[src/rtl/mfs_pkg.sv]
// Package for the motor fault shutdown latch: register map, field layout and timing constants.
package mfs_pkg;
	// ==========================================================
	// Register map (byte addresses)
	localparam logic [7:0] CTRL_ADDR = 8'h00;
	localparam logic [7:0] STATUS_ADDR = 8'h04;
	localparam logic [7:0] CONFIG_ADDR = 8'h08;
	// ==========================================================
	// Field positions
	localparam int CTRL_CLEAR_BIT = 0;
	localparam int STAT_THERMAL_BIT = 0;
	localparam int STAT_OC_A_BIT = 1;
	localparam int STAT_OC_B_BIT = 2;
	localparam int STAT_STANDBY_BIT = 3;
	localparam int STAT_BRIDGE_A_BIT = 4;
	localparam int STAT_BRIDGE_B_BIT = 5;
	localparam int CFG_DIV_LSB = 0;
	localparam int CFG_DIV_W = 8;
	// ==========================================================
	// Reset values and timing
	localparam logic [7:0] CFG_DIV_RESET = 8'h0B;
	localparam int OC_MASK_CYCLES = 4;
	localparam logic [1:0] AXI_OKAY = 2'h0;
	localparam logic [1:0] AXI_SLVERR = 2'h2;
	// ==========================================================
	// Excitation mode select
	typedef enum logic [1:0] {
		MODE_STANDBY = 2'h0,
		MODE_TWO_PHASE = 2'h1,
		MODE_ONE_TWO = 2'h2,
		MODE_W_ONE_TWO = 2'h3
	} mfs_mode_t;
	typedef struct packed {
		logic thermal;
		logic [1:0] overcurrent;
		logic standby;
		logic [1:0] bridge_on;
	} mfs_status_t;
endpackage

[src/rtl/mfs_chopper_osc.sv]
// Chopper oscillator tick generator, stopped while the device is in standby.
`timescale 1ns/100ps
module mfs_chopper_osc #(
	parameter int DIV_W = 8
) (
	// Clock and reset
	input wire logic sys_clk,
	input wire logic reset_n,
	// Control
	input wire logic run,
	input wire logic [DIV_W-1:0] half_div,
	// Tick out
	output logic tick
);
	logic [DIV_W-1:0] count;

	// The counter is held at zero while stopped, so the first tick after a restart comes a full period later.
	always_ff @(posedge sys_clk or negedge reset_n) begin
		if (!reset_n) begin
			count <= '0;
			tick <= 1'b0;
		end else if (!run) begin
			count <= '0;
			tick <= 1'b0;
		end else if (count >= half_div) begin
			count <= '0;
			tick <= 1'b1;
		end else begin
			count <= count + 1'b1;
			tick <= 1'b0;
		end
	end
endmodule

[src/rtl/mfs_oc_qualifier.sv]
// Overcurrent masking counter for one motor phase.
`timescale 1ns/100ps
module mfs_oc_qualifier #(
	parameter int MASK_CYCLES = mfs_pkg::OC_MASK_CYCLES
) (
	// Clock and reset
	input wire logic sys_clk,
	input wire logic reset_n,
	// Detector and oscillator
	input wire logic oc_raw,
	input wire logic osc_tick,
	// Qualified trip pulse
	output logic trip
);
	localparam int CW = $clog2(MASK_CYCLES + 1);
	localparam logic [CW-1:0] LAST = CW'(MASK_CYCLES - 1);
	logic [CW-1:0] count;

	always_ff @(posedge sys_clk or negedge reset_n) begin
		if (!reset_n) begin
			count <= '0;
			trip <= 1'b0;
		end else if (!oc_raw) begin
			count <= '0;
			trip <= 1'b0;
		end else if (osc_tick) begin
			if (count == LAST) begin
				count <= '0;
				trip <= 1'b1;
			end else begin
				count <= count + 1'b1;
				trip <= 1'b0;
			end
		end else begin
			trip <= 1'b0;
		end
	end
endmodule

[src/rtl/mfs_fault_latch.sv]
// Fault shutdown latch for a two-phase stepping motor bridge, with AXI4-Lite status and control.
//
// Contract
// - A thermal trip forces every bridge transistor off at once.
// - After a thermal trip the bridge stays off until both mode selects are low or reset; the code also releases it on a software clear.
// - A qualified overcurrent trip forces the bridge off.
// - Overcurrent counts as a trip only after lasting four chopper oscillator cycles.
// - After the overcurrent latch is released, normal drive resumes within four oscillator cycles.
// - The overcurrent latch holds until both mode selects are low or reset, not on current decay.
// - While the overcurrent latch is set the device behaves as standby, oscillator and bridge off.
// - Both mode selects low means standby with oscillator and bridge off.
// - Each phase has its own overcurrent detector; its trip shuts off its own phase at once, and the latch then shuts off both phases.
`timescale 1ns/100ps
module mfs_fault_latch #(
	parameter int PHASES = 2
) (
	// Clock and reset
	input wire logic sys_clk,
	input wire logic reset_n,
	// Host mode select and detectors
	input wire logic [1:0] mode_select,
	input wire logic thermal_trip,
	input wire logic [PHASES-1:0] overcurrent_trip,
	// Drive requests from the chopper logic, one per phase
	input wire logic [PHASES-1:0] drive_request,
	// Bridge and oscillator control
	output logic [PHASES-1:0] bridge_enable,
	output logic chopper_oscillator,
	output logic chopper_tick,
	// AXI4-Lite write address
	input wire logic [7:0] s_axi_awaddr,
	input wire logic s_axi_awvalid,
	output logic s_axi_awready,
	// AXI4-Lite write data
	input wire logic [31:0] s_axi_wdata,
	input wire logic [3:0] s_axi_wstrb,
	input wire logic s_axi_wvalid,
	output logic s_axi_wready,
	// AXI4-Lite write response
	output logic [1:0] s_axi_bresp,
	output logic s_axi_bvalid,
	input wire logic s_axi_bready,
	// AXI4-Lite read address
	input wire logic [7:0] s_axi_araddr,
	input wire logic s_axi_arvalid,
	output logic s_axi_arready,
	// AXI4-Lite read data
	output logic [31:0] s_axi_rdata,
	output logic [1:0] s_axi_rresp,
	output logic s_axi_rvalid,
	input wire logic s_axi_rready
);
	// ==========================================================
	// State
	logic standby;
	logic thermal_latched;
	logic [PHASES-1:0] oc_latched;
	logic [PHASES-1:0] oc_qualified;
	logic sw_clear;
	logic [7:0] half_div;
	logic osc_run;
	logic [PHASES-1:0] next_bridge;
	mfs_pkg::mfs_status_t status;

	assign standby = (mfs_pkg::mfs_mode_t'(mode_select) == mfs_pkg::MODE_STANDBY);

	// ==========================================================
	// Fault latches
	// Trip wins over a clear that lands in the same cycle, so no event is lost.
	always_ff @(posedge sys_clk or negedge reset_n) begin
		if (!reset_n) begin
			thermal_latched <= 1'b0;
		end else if (thermal_trip) begin
			thermal_latched <= 1'b1;
		end else if (standby || sw_clear) begin
			thermal_latched <= 1'b0;
		end
	end

	// The thermal input also gates the bridge directly, so the cycle before the latch catches it is covered.
	a_thermal_off: assert property (@(posedge sys_clk) disable iff (!reset_n)
		thermal_trip |-> bridge_enable == '0) else $error("bridge on during thermal trip");
	a_thermal_catch: assert property (@(posedge sys_clk) disable iff (!reset_n)
		thermal_trip |=> thermal_latched) else $error("thermal trip not latched");
	a_thermal_hold: assert property (@(posedge sys_clk) disable iff (!reset_n)
		thermal_latched && !standby && !sw_clear |=> thermal_latched) else $error("thermal latch lost");
	a_sw_clear: assert property (@(posedge sys_clk) disable iff (!reset_n)
		sw_clear && !thermal_trip |=> !thermal_latched) else $error("software clear ignored");

	always_ff @(posedge sys_clk or negedge reset_n) begin
		if (!reset_n) begin
			oc_latched <= '0;
		end else begin
			for (int i = 0; i < PHASES; i++) begin
				if (oc_qualified[i]) begin
					oc_latched[i] <= 1'b1;
				end else if (standby) begin
					oc_latched[i] <= 1'b0;
				end
			end
		end
	end

	a_oc_latch_hold: assert property (@(posedge sys_clk) disable iff (!reset_n)
		oc_latched[0] && !standby |=> oc_latched[0]) else $error("oc latch cleared early");
	a_oc_standby: assert property (@(posedge sys_clk) disable iff (!reset_n)
		oc_latched != '0 |-> bridge_enable == '0 && !osc_run) else $error("oc latch not standby");
	// A trip that lands in the first standby cycle still latches, so only a quiet qualifier must clear.
	a_standby_off: assert property (@(posedge sys_clk) disable iff (!reset_n)
		standby && oc_qualified == '0 |=> !chopper_oscillator ##0 oc_latched == '0)
		else $error("standby not honoured");

	// ==========================================================
	// Oscillator and per-phase qualifiers
	// Any latched overcurrent parks the whole device in standby, so the oscillator stops too.
	assign osc_run = !standby && (oc_latched == '0);

	mfs_chopper_osc #(
		.DIV_W(mfs_pkg::CFG_DIV_W)
	) u_osc (
		.sys_clk(sys_clk),
		.reset_n(reset_n),
		.run(osc_run),
		.half_div(half_div),
		.tick(chopper_tick)
	);

	a_tick_stop: assert property (@(posedge sys_clk) disable iff (!reset_n)
		!osc_run |=> !chopper_tick) else $error("tick while oscillator stopped");

	// The oscillator stops while a phase is latched, but the qualifier only counts while running.
	generate
		for (genvar p = 0; p < PHASES; p++) begin : g_phase
			mfs_oc_qualifier u_qual (
				.sys_clk(sys_clk),
				.reset_n(reset_n),
				.oc_raw(overcurrent_trip[p]),
				.osc_tick(chopper_tick),
				.trip(oc_qualified[p])
			);
			a_phase_own: assert property (@(posedge sys_clk) disable iff (!reset_n)
				oc_qualified[p] |-> !bridge_enable[p]) else $error("phase on during its own trip");
		end
	endgenerate

	// Any oscillator rate gives at most one tick a cycle, so four ticks need four cycles of overcurrent.
	a_oc_mask: assert property (@(posedge sys_clk) disable iff (!reset_n)
		$rose(oc_qualified[0]) |-> $past(overcurrent_trip[0], 1) && $past(overcurrent_trip[0], 2)
		&& $past(overcurrent_trip[0], 3) && $past(overcurrent_trip[0], 4)) else $error("oc trip without persist");
	a_short_oc: assert property (@(posedge sys_clk) disable iff (!reset_n)
		!overcurrent_trip[1] |=> !oc_qualified[1]) else $error("trip without overcurrent");

	// ==========================================================
	// Bridge gating
	// The thermal input gates the bridge combinationally in the same cycle, before the latch catches it.
	always_comb begin
		for (int i = 0; i < PHASES; i++) begin
			next_bridge[i] = drive_request[i] && !standby && !thermal_trip && !thermal_latched
				&& (oc_latched == '0) && !oc_qualified[i];
		end
	end

	always_ff @(posedge sys_clk or negedge reset_n) begin
		if (!reset_n) begin
			chopper_oscillator <= 1'b0;
		end else begin
			chopper_oscillator <= osc_run;
		end
	end

	assign bridge_enable = next_bridge;

	// The oscillator flag is registered, so it drops one cycle after the bridge does.
	a_oc_off: assert property (@(posedge sys_clk) disable iff (!reset_n)
		oc_qualified != '0 |=> bridge_enable == '0 ##1 !chopper_oscillator) else $error("bridge on after oc");
	a_resume_fast: assert property (@(posedge sys_clk) disable iff (!reset_n)
		$fell(standby) && oc_latched == '0 |=> chopper_oscillator) else $error("no resume after release");
	a_bridge_standby: assert property (@(posedge sys_clk) disable iff (!reset_n)
		standby |-> bridge_enable == '0) else $error("bridge on in standby");
	a_bridge_request: assert property (@(posedge sys_clk) disable iff (!reset_n)
		(bridge_enable & ~drive_request) == '0) else $error("bridge on without request");

	// ==========================================================
	// AXI4-Lite slave
	logic aw_held;
	logic w_held;
	logic [7:0] aw_addr;
	logic [31:0] w_data;
	logic [3:0] w_strb;
	logic do_write;

	assign s_axi_awready = !aw_held && !s_axi_bvalid;
	assign s_axi_wready = !w_held && !s_axi_bvalid;
	assign do_write = aw_held && w_held && !s_axi_bvalid;

	always_ff @(posedge sys_clk or negedge reset_n) begin
		if (!reset_n) begin
			aw_held <= 1'b0;
			aw_addr <= 8'h00;
		end else if (s_axi_awvalid && s_axi_awready) begin
			aw_held <= 1'b1;
			aw_addr <= s_axi_awaddr;
		end else if (do_write) begin
			aw_held <= 1'b0;
		end
	end

	always_ff @(posedge sys_clk or negedge reset_n) begin
		if (!reset_n) begin
			w_held <= 1'b0;
			w_data <= 32'h00000000;
			w_strb <= 4'h0;
		end else if (s_axi_wvalid && s_axi_wready) begin
			w_held <= 1'b1;
			w_data <= s_axi_wdata;
			w_strb <= s_axi_wstrb;
		end else if (do_write) begin
			w_held <= 1'b0;
		end
	end

	always_ff @(posedge sys_clk or negedge reset_n) begin
		if (!reset_n) begin
			s_axi_bvalid <= 1'b0;
			s_axi_bresp <= mfs_pkg::AXI_OKAY;
		end else if (do_write) begin
			s_axi_bvalid <= 1'b1;
			s_axi_bresp <= (aw_addr == mfs_pkg::CTRL_ADDR || aw_addr == mfs_pkg::CONFIG_ADDR
				|| aw_addr == mfs_pkg::STATUS_ADDR) ? mfs_pkg::AXI_OKAY : mfs_pkg::AXI_SLVERR;
		end else if (s_axi_bready) begin
			s_axi_bvalid <= 1'b0;
		end
	end

	// Address and data are refused while a response waits, so one write is in flight at most.
	a_aw_refused: assert property (@(posedge sys_clk) disable iff (!reset_n)
		s_axi_bvalid |-> !s_axi_awready) else $error("write address taken during response");
	a_w_refused: assert property (@(posedge sys_clk) disable iff (!reset_n)
		s_axi_bvalid |-> !s_axi_wready) else $error("write data taken during response");
	a_bvalid_hold: assert property (@(posedge sys_clk) disable iff (!reset_n)
		s_axi_bvalid && !s_axi_bready |=> s_axi_bvalid && $stable(s_axi_bresp)) else $error("write response dropped");

	// Software clear only releases the thermal latch; an overcurrent needs the mode pins.
	always_ff @(posedge sys_clk or negedge reset_n) begin
		if (!reset_n) begin
			sw_clear <= 1'b0;
		end else begin
			sw_clear <= do_write && aw_addr == mfs_pkg::CTRL_ADDR && w_strb[0]
				&& w_data[mfs_pkg::CTRL_CLEAR_BIT];
		end
	end

	always_ff @(posedge sys_clk or negedge reset_n) begin
		if (!reset_n) begin
			half_div <= mfs_pkg::CFG_DIV_RESET;
		end else if (do_write && aw_addr == mfs_pkg::CONFIG_ADDR && w_strb[0]) begin
			half_div <= w_data[mfs_pkg::CFG_DIV_LSB +: mfs_pkg::CFG_DIV_W];
		end
	end

	assign status.thermal = thermal_latched;
	assign status.overcurrent = oc_latched[1:0];
	assign status.standby = standby || (oc_latched != '0);
	assign status.bridge_on = bridge_enable[1:0];
	assign s_axi_arready = !s_axi_rvalid;

	always_ff @(posedge sys_clk or negedge reset_n) begin
		if (!reset_n) begin
			s_axi_rvalid <= 1'b0;
			s_axi_rdata <= 32'h00000000;
			s_axi_rresp <= mfs_pkg::AXI_OKAY;
		end else if (s_axi_arvalid && s_axi_arready) begin
			s_axi_rvalid <= 1'b1;
			s_axi_rresp <= mfs_pkg::AXI_OKAY;
			case (s_axi_araddr)
				mfs_pkg::CTRL_ADDR: begin
					s_axi_rdata <= 32'h00000000;
				end
				mfs_pkg::STATUS_ADDR: begin
					s_axi_rdata <= {26'h0000000, status.bridge_on[1], status.bridge_on[0], status.standby,
						status.overcurrent[1], status.overcurrent[0], status.thermal};
				end
				mfs_pkg::CONFIG_ADDR: begin
					s_axi_rdata <= {24'h000000, half_div};
				end
				default: begin
					s_axi_rdata <= 32'h00000000;
					s_axi_rresp <= mfs_pkg::AXI_SLVERR;
				end
			endcase
		end else if (s_axi_rready) begin
			s_axi_rvalid <= 1'b0;
		end
	end

	// The read answer comes one edge after the address is taken and stands until rready.
	a_rd_answer: assert property (@(posedge sys_clk) disable iff (!reset_n)
		s_axi_arvalid && s_axi_arready |=> s_axi_rvalid) else $error("no read response");
	a_ar_refused: assert property (@(posedge sys_clk) disable iff (!reset_n)
		s_axi_rvalid |-> !s_axi_arready) else $error("read address taken during response");
	a_rvalid_hold: assert property (@(posedge sys_clk) disable iff (!reset_n)
		s_axi_rvalid && !s_axi_rready |=> s_axi_rvalid && $stable(s_axi_rdata)) else $error("read data dropped");
endmodule

[config.mk]
export PLATFORM = sky130hd
export DESIGN_NAME = mfs_fault_latch
export DESIGN_NICKNAME = d
export VERILOG_FILES = /design/src/rtl/mfs_pkg.sv /design/src/rtl/mfs_chopper_osc.sv /design/src/rtl/mfs_oc_qualifier.sv /design/src/rtl/mfs_fault_latch.sv
export SDC_FILE = /design/constraint.sdc
export NUM_CORES = 1
export LEC_CHECK = 0
export ABC_AREA = 1
export BUFFER_PORTS_ARGS = -buffer_cell sky130_fd_sc_hd__buf_2
export CAP_MARGIN = 15
export CORE_AREA = 2 2 85 87
export CTS_BUF_LIST = sky130_fd_sc_hd__clkbuf_16
export DETAILED_ROUTE_END_ITERATION = 8
export DIE_AREA = 0 0 87 89
export GPL_TIMING_DRIVEN = 0
export HOLD_SLACK_MARGIN = 0.15
export PLACE_DENSITY = 0.76
export SKIP_CTS_REPAIR_TIMING = 1
export SLEW_MARGIN = 5
export SYNTH_ARGS = -nofsm -noshare
export SYNTH_HDL_FRONTEND = slang
export SYNTH_SLANG_ARGS = --single-unit
[constraint.sdc]
create_clock -name sys_clk -period 1.61 [get_ports sys_clk]
set_input_delay 0.322 -clock sys_clk [delete_from_list [all_inputs] [get_ports sys_clk]]
set_output_delay 0.322 -clock sys_clk [all_outputs]
set_load 0.01 [all_outputs]
# ---- Yosys cells after proc, flatten, opt, wreduce, memory -nomap -nowiden
# Index checks and enable logic that the tools add are counted.
dict set report totals {
  register_bits 87
  output_inout_bits 45
}
dict set report op_classes {
  add_sub_neg 3
  order_cmp 1
  n_eq_ne 8
  muxes 31
  reduce_logical 49
}
# operator count
set op_table {}
lappend op_table {{logical AND 1 bit} 23}
lappend op_table {{2-to-1 mux 1 bit} 20}
lappend op_table {{2-to-1 mux 3 bit} 6}
lappend op_table {{equality test 8 x 3 -> 1 bit, second input constant} 2}
lappend op_table {{equality test 8 x 4 -> 1 bit, second input constant} 2}
lappend op_table {{logical NOT 8 bit} 2}
lappend op_table {{2-to-1 mux 8 bit} 2}
lappend op_table {{case mux 8 bit (2 select lines)} 1}
lappend op_table {{nonzero test 2 bit} 8}
lappend op_table {{logical NOT 1 bit} 9}
lappend op_table {{adder 8 x 1 -> 8 bit, second input constant} 1}
lappend op_table {{greater-or-equal comparator 8 bit} 1}
lappend op_table {{adder 3 x 1 -> 3 bit, second input constant} 2}
lappend op_table {{equality test 3 x 2 -> 1 bit, second input constant} 2}
lappend op_table {{logical NOT 2 bit} 2}
lappend op_table {{logical OR 1 bit} 4}
lappend op_table {{2-to-1 mux 2 bit} 2}
lappend op_table {{inequality test 2 x 1 -> 1 bit, second input constant} 2}
lappend op_table {{OR reduction 3 bit} 1}

# ---- Longest topological paths before layout
dict set report depth {
  ltp_word 8
  depth_mapped 11
  mapped_depth_nobuf 11
}

# ---- By module
# Synthesis repeated with hierarchy kept, for this count alone.
dict set report unflattened {
  hier_cells 354
  hier_area_um2 3148.0
}
# module instances cells_per_inst area_each_um2 seq_area_each_um2
set modules_own_cells {}
lappend modules_own_cells {mfs_fault_latch 1 228 2135.8 1104.8}
lappend modules_own_cells {mfs_chopper_osc 1 86 659.4 225.2}
lappend modules_own_cells {mfs_oc_qualifier 2 20 176.4 100.1}

# ---- Least setup slack after synthesis
# OpenSTA, ideal clock, no wires.
dict set report synth_path {
  path_kind {register -> register}
  start {register half_div[3]}
  end {register u_osc.count[0]}
  setup_ns 0.078
  arrival_ns 1.433
  required_ns 1.532
  setup_slack_ns 0.099
  path_stages_with_launch 10
  path_buffers 0
  period_less_slack_ns 1.511
  path_cell_list {dfstp_2 -> inv_1 -> ha_1 -> nand2_1 -> inv_1 -> nand2_1 -> nand2_1 -> nand2_1 -> nand4_1 -> nor2_1}
}
dict set report synth_between {
  elab_chain_cells 3
}
# element line_no
set synth_rtl {}
lappend synth_rtl {{from (decl)} mfs_fault_latch.sv:60} ;# logic [7:0] half_div;
lappend synth_rtl {{from (signal assigned)} mfs_fault_latch.sv:255} ;# half_div <= mfs_pkg::CFG_DIV_RESET;
lappend synth_rtl {{from (signal assigned)} mfs_fault_latch.sv:257} ;# half_div <= w_data[mfs_pkg::CFG_DIV_LSB +: mfs_pkg::CFG_DIV_W];
lappend synth_rtl {{greater-or-equal comparator 8 bit} mfs_chopper_osc.sv:25} ;# end else if (count >= half_div) begin
lappend synth_rtl {{2-to-1 mux 8 bit} mfs_chopper_osc.sv:25}
lappend synth_rtl {{2-to-1 mux 8 bit} mfs_chopper_osc.sv:22} ;# end else if (!run) begin
lappend synth_rtl {{to (signal assigned)} mfs_chopper_osc.sv:29} ;# count <= count + 1'b1;
lappend synth_rtl {{to (decl)} mfs_chopper_osc.sv:15} ;# logic [DIV_W-1:0] count;
# No other way between the ends.
# A chain may end at the register's enable or synchronous reset.

# ---- Final worst setup path
dict set report layout_path {
  start {register oc_latched[1]}
  end {output bridge_enable[1]}
}
dict set report layout_between {
  elab_chain_cells 3
}
# element line_no
set layout_rtl {}
lappend layout_rtl {{from (decl)} mfs_fault_latch.sv:57} ;# logic [PHASES-1:0] oc_latched;
lappend layout_rtl {{from (signal assigned)} mfs_fault_latch.sv:92} ;# oc_latched <= '0;
lappend layout_rtl {{from (signal, indexed assignment)} mfs_fault_latch.sv:96} ;# oc_latched[i] <= 1'b1;
lappend layout_rtl {{from (signal, indexed assignment)} mfs_fault_latch.sv:98} ;# oc_latched[i] <= 1'b0;
lappend layout_rtl {{logical NOT 2 bit} mfs_fault_latch.sv:159} ;# && (oc_latched == '0) && !oc_qualified[i];
lappend layout_rtl {{logical AND 1 bit (2 in a row)} mfs_fault_latch.sv:159}
lappend layout_rtl {{to (decl)} mfs_fault_latch.sv:27} ;# output logic [PHASES-1:0] bridge_enable,
# No other way between the ends.

==> flow_metrics.tcl <==
set metrics [dict create \
    status "finished, final reports clean" \
    num_antenna_cells 0 \
    finalWirelength_um 5830 \
    seqCellArea_um2 1530 \
    final_core_util 0.588 \
    cts_tree "yes" \
    dieArea_um2 7740 \
    worstSkewPairLatency_ns 0.33 \
    viasPerCell 4.60 \
    drtIter0Drc 74 \
    cts_buffer_depth 2 \
    p_per_area_nw_per_um2 1450 \
    area_delta_synth_final_pct 31.0 \
    grt_usage 0.163 \
    num-fill-cells 593 \
    fmax_mhz 638 \
    setup_violations 0 \
    start_util 0.449 \
    cap_violations 0 \
    min_from "s_axi_bready" \
    place_congestion 0.792 \
    multi_input_area_um2 1240 \
    finalPower_mw 5.75 \
    ant_nets 0 \
    final-instance-count-excl-fill 522 \
    nNetsFinal 514 \
    drive_gt1_frac 0.314 \
    first_pass_iters 4 \
    ys_warn_count 0 \
    peakVddDrop_mv 1.14 \
    hold_violations 0 \
    routedWlPerCell_um 11.2 \
    worstPathMaxFanout 4 \
    placedCellCount 500 \
    hp-class "in2reg" \
    synth_area_per_cell_um2 8.96 \
    critPathRequiredTime_ns 1.29 \
    critPathKind "reg2out" \
    synthesis.area_um2 3020 \
    fin_crit_ns 1.57 \
    cts-htree-levels 3 \
    timing.final.crit_share 0.973 \
    ys_types 32 \
    cts_root_buffer "clkbuf_16" \
    place_hpwl_um 4550 \
    drc 0 \
    clk_pin_slew_ns 0.06 \
    finish.instance_area_um2 3950 \
    cts_sinks 61 \
    port_buffers 57 \
    core_area_um2 6720 \
    yosysSeqAreaShare 0.507 \
    rows 30 \
    r2r-start "half_div[3]" \
    place_area_um2 3520 \
    dr_total_vias 2401 \
    tightest_slew_ns 0.588 \
    grt.overflow.total 0 \
    grt_max_degree 38 \
    io_pins 111 \
    syn_inst 337 \
    leakagePower_nw 2.13 \
    die_w_um 87 \
    fp.dieH_um 89 \
    grt_pass1_wl_um 9690 \
    start_kind "flop" \
    grt_pass1_vias 2193 \
    synth.ff_latch_count 61 \
    cp.arrival_ns 1.24 \
    final_max_slew_viol_count 0 \
    end_kind "output port" \
    cts_made_buffers 9 \
    skew_ns 0.00773 \
    crit_start "oc_latched[1]" \
    antenna_found_initial 0 \
    slew_headroom 0.608 \
]
## synth_stat cells (all sizes together)
library cell	count	area (um2)
a21o	1	7.51
o21ai	20	126
ha	11	138
buf	29	223
a211oi	1	7.51
a21oi	12	60.1
nand2	75	284
and3	1	6.26
nand3b	1	7.51
nand3	17	103
o31ai	3	22.5
and2	1	6.26
nor2	39	154
inv	43	161
nand4	3	18.8
mux2	7	78.8
dfstp	3	78.8
clkbuf	1	3.75
conb	1	3.75
xnor2	2	17.5
nor3	3	15.0
a32oi	1	8.76
dfrtp	58	1450
xor2	4	35.0
## critical path, cell delays in order, from the launching register on
cell and delay, ns:
dfrtp_1 0.39, nor2_1 0.15, o21ai_2 0.10, nor2_1 0.13, buf_2 0.15
## worst paths after layout
check	endpoint	slack, ns	cells after the start
min	s_axi_bvalid	0.18	2
max	bridge_enable[1]	0.04	4
min reg2reg	thermal_latched	0.43	1
max reg2reg	u_osc.count[7]	0.09	10
max in group asynchronous	half_div[1]	0.42	3
min in group asynchronous	aw_addr[7]	0.53	2
## flip-flops by register name (all words and copies together), names as in the netlist
register,cells
aw_addr,8
half_div,8
s_axi_rdata,8
u_osc.count,8
w_data,8
g_phase.u_qual.count,6
g_phase.u_qual.trip,2
oc_latched,2
aw_held,1
chopper_oscillator,1
s_axi_bresp,1
s_axi_bvalid,1
s_axi_rresp,1
s_axi_rvalid,1
sw_clear,1
thermal_latched,1
u_osc.tick,1
w_held,1
w_strb,1
## area by class of cell
| type | count | area share |
|---|---|---|
| inverters | 43 | 0.0408 |
| multi-input cells | 228 | 0.313 |
| clock buffers | 9 | 0.0570 |
| clock inverters | 7 | 0.0291 |
| repair buffers | 64 | 0.0902 |
| flip-flops and latches | 61 | 0.387 |
| well taps | 80 | 0.0253 |
| plain buffers | 30 | 0.0573 |
## through the flow
stage / hold WS [ns] / setup WS [ns] / setup TNS [ns]
6_report: 0.177 / 0.0433 / 0
5_1_grt: 0.173 / -0.0242 / -0.0636
4_1_cts: 0.00227 / -0.168 / -1.13
3_5_place_dp: 0.352 / -0.145 / -0.952
3_3_place_gp: 0.411 / -0.101 / -0.763
2_1_floorplan: 0.0264 / 0.0987 / 0
## layout by cell type, fill, tap and decap left out, types with 4 or more instances in the layout
cell type and count:
nor2_2 4, xor2_1 4, conb_1 26, inv_1 42
nand3_1 15, nand2_1 73, o21ai_0 12, buf_4 30
mux2_2 7, o21ai_2 8, nor2_1 34, buf_2 58
a21oi_1 11, clkbuf_16 9, ha_1 9, dfrtp_1 58
## where the power goes
| group | leakage, nW | internal (mW) | switching [mW] |
|---|---|---|---|
| Clock | 0.167 | 1.51 | 0.654 |
| Sequential | 0.763 | 1.94 | 0.258 |
| Combinational | 1.20 | 0.578 | 0.815 |
## cell families after synthesis
family,share of synthesized area
flip-flops,0.507
AND/OR/NAND/NOR,0.197
adder cells (fa/ha/maj),0.0456
other,0.00124
XOR/XNOR,0.0174
AO/OA/AOI/OAI,0.0771
buffers and inverters,0.129
multiplexers,0.0261
## layer usage
metal	GRT usage	wire length [um]	up-vias
li1	-	-	1221
met1	0.189	2570	1108
met2	0.287	2940	66
met3	0.0508	247	6
met4	0.0540	74	0
met5	0	0	-
(Power assumes the default switching activity.)
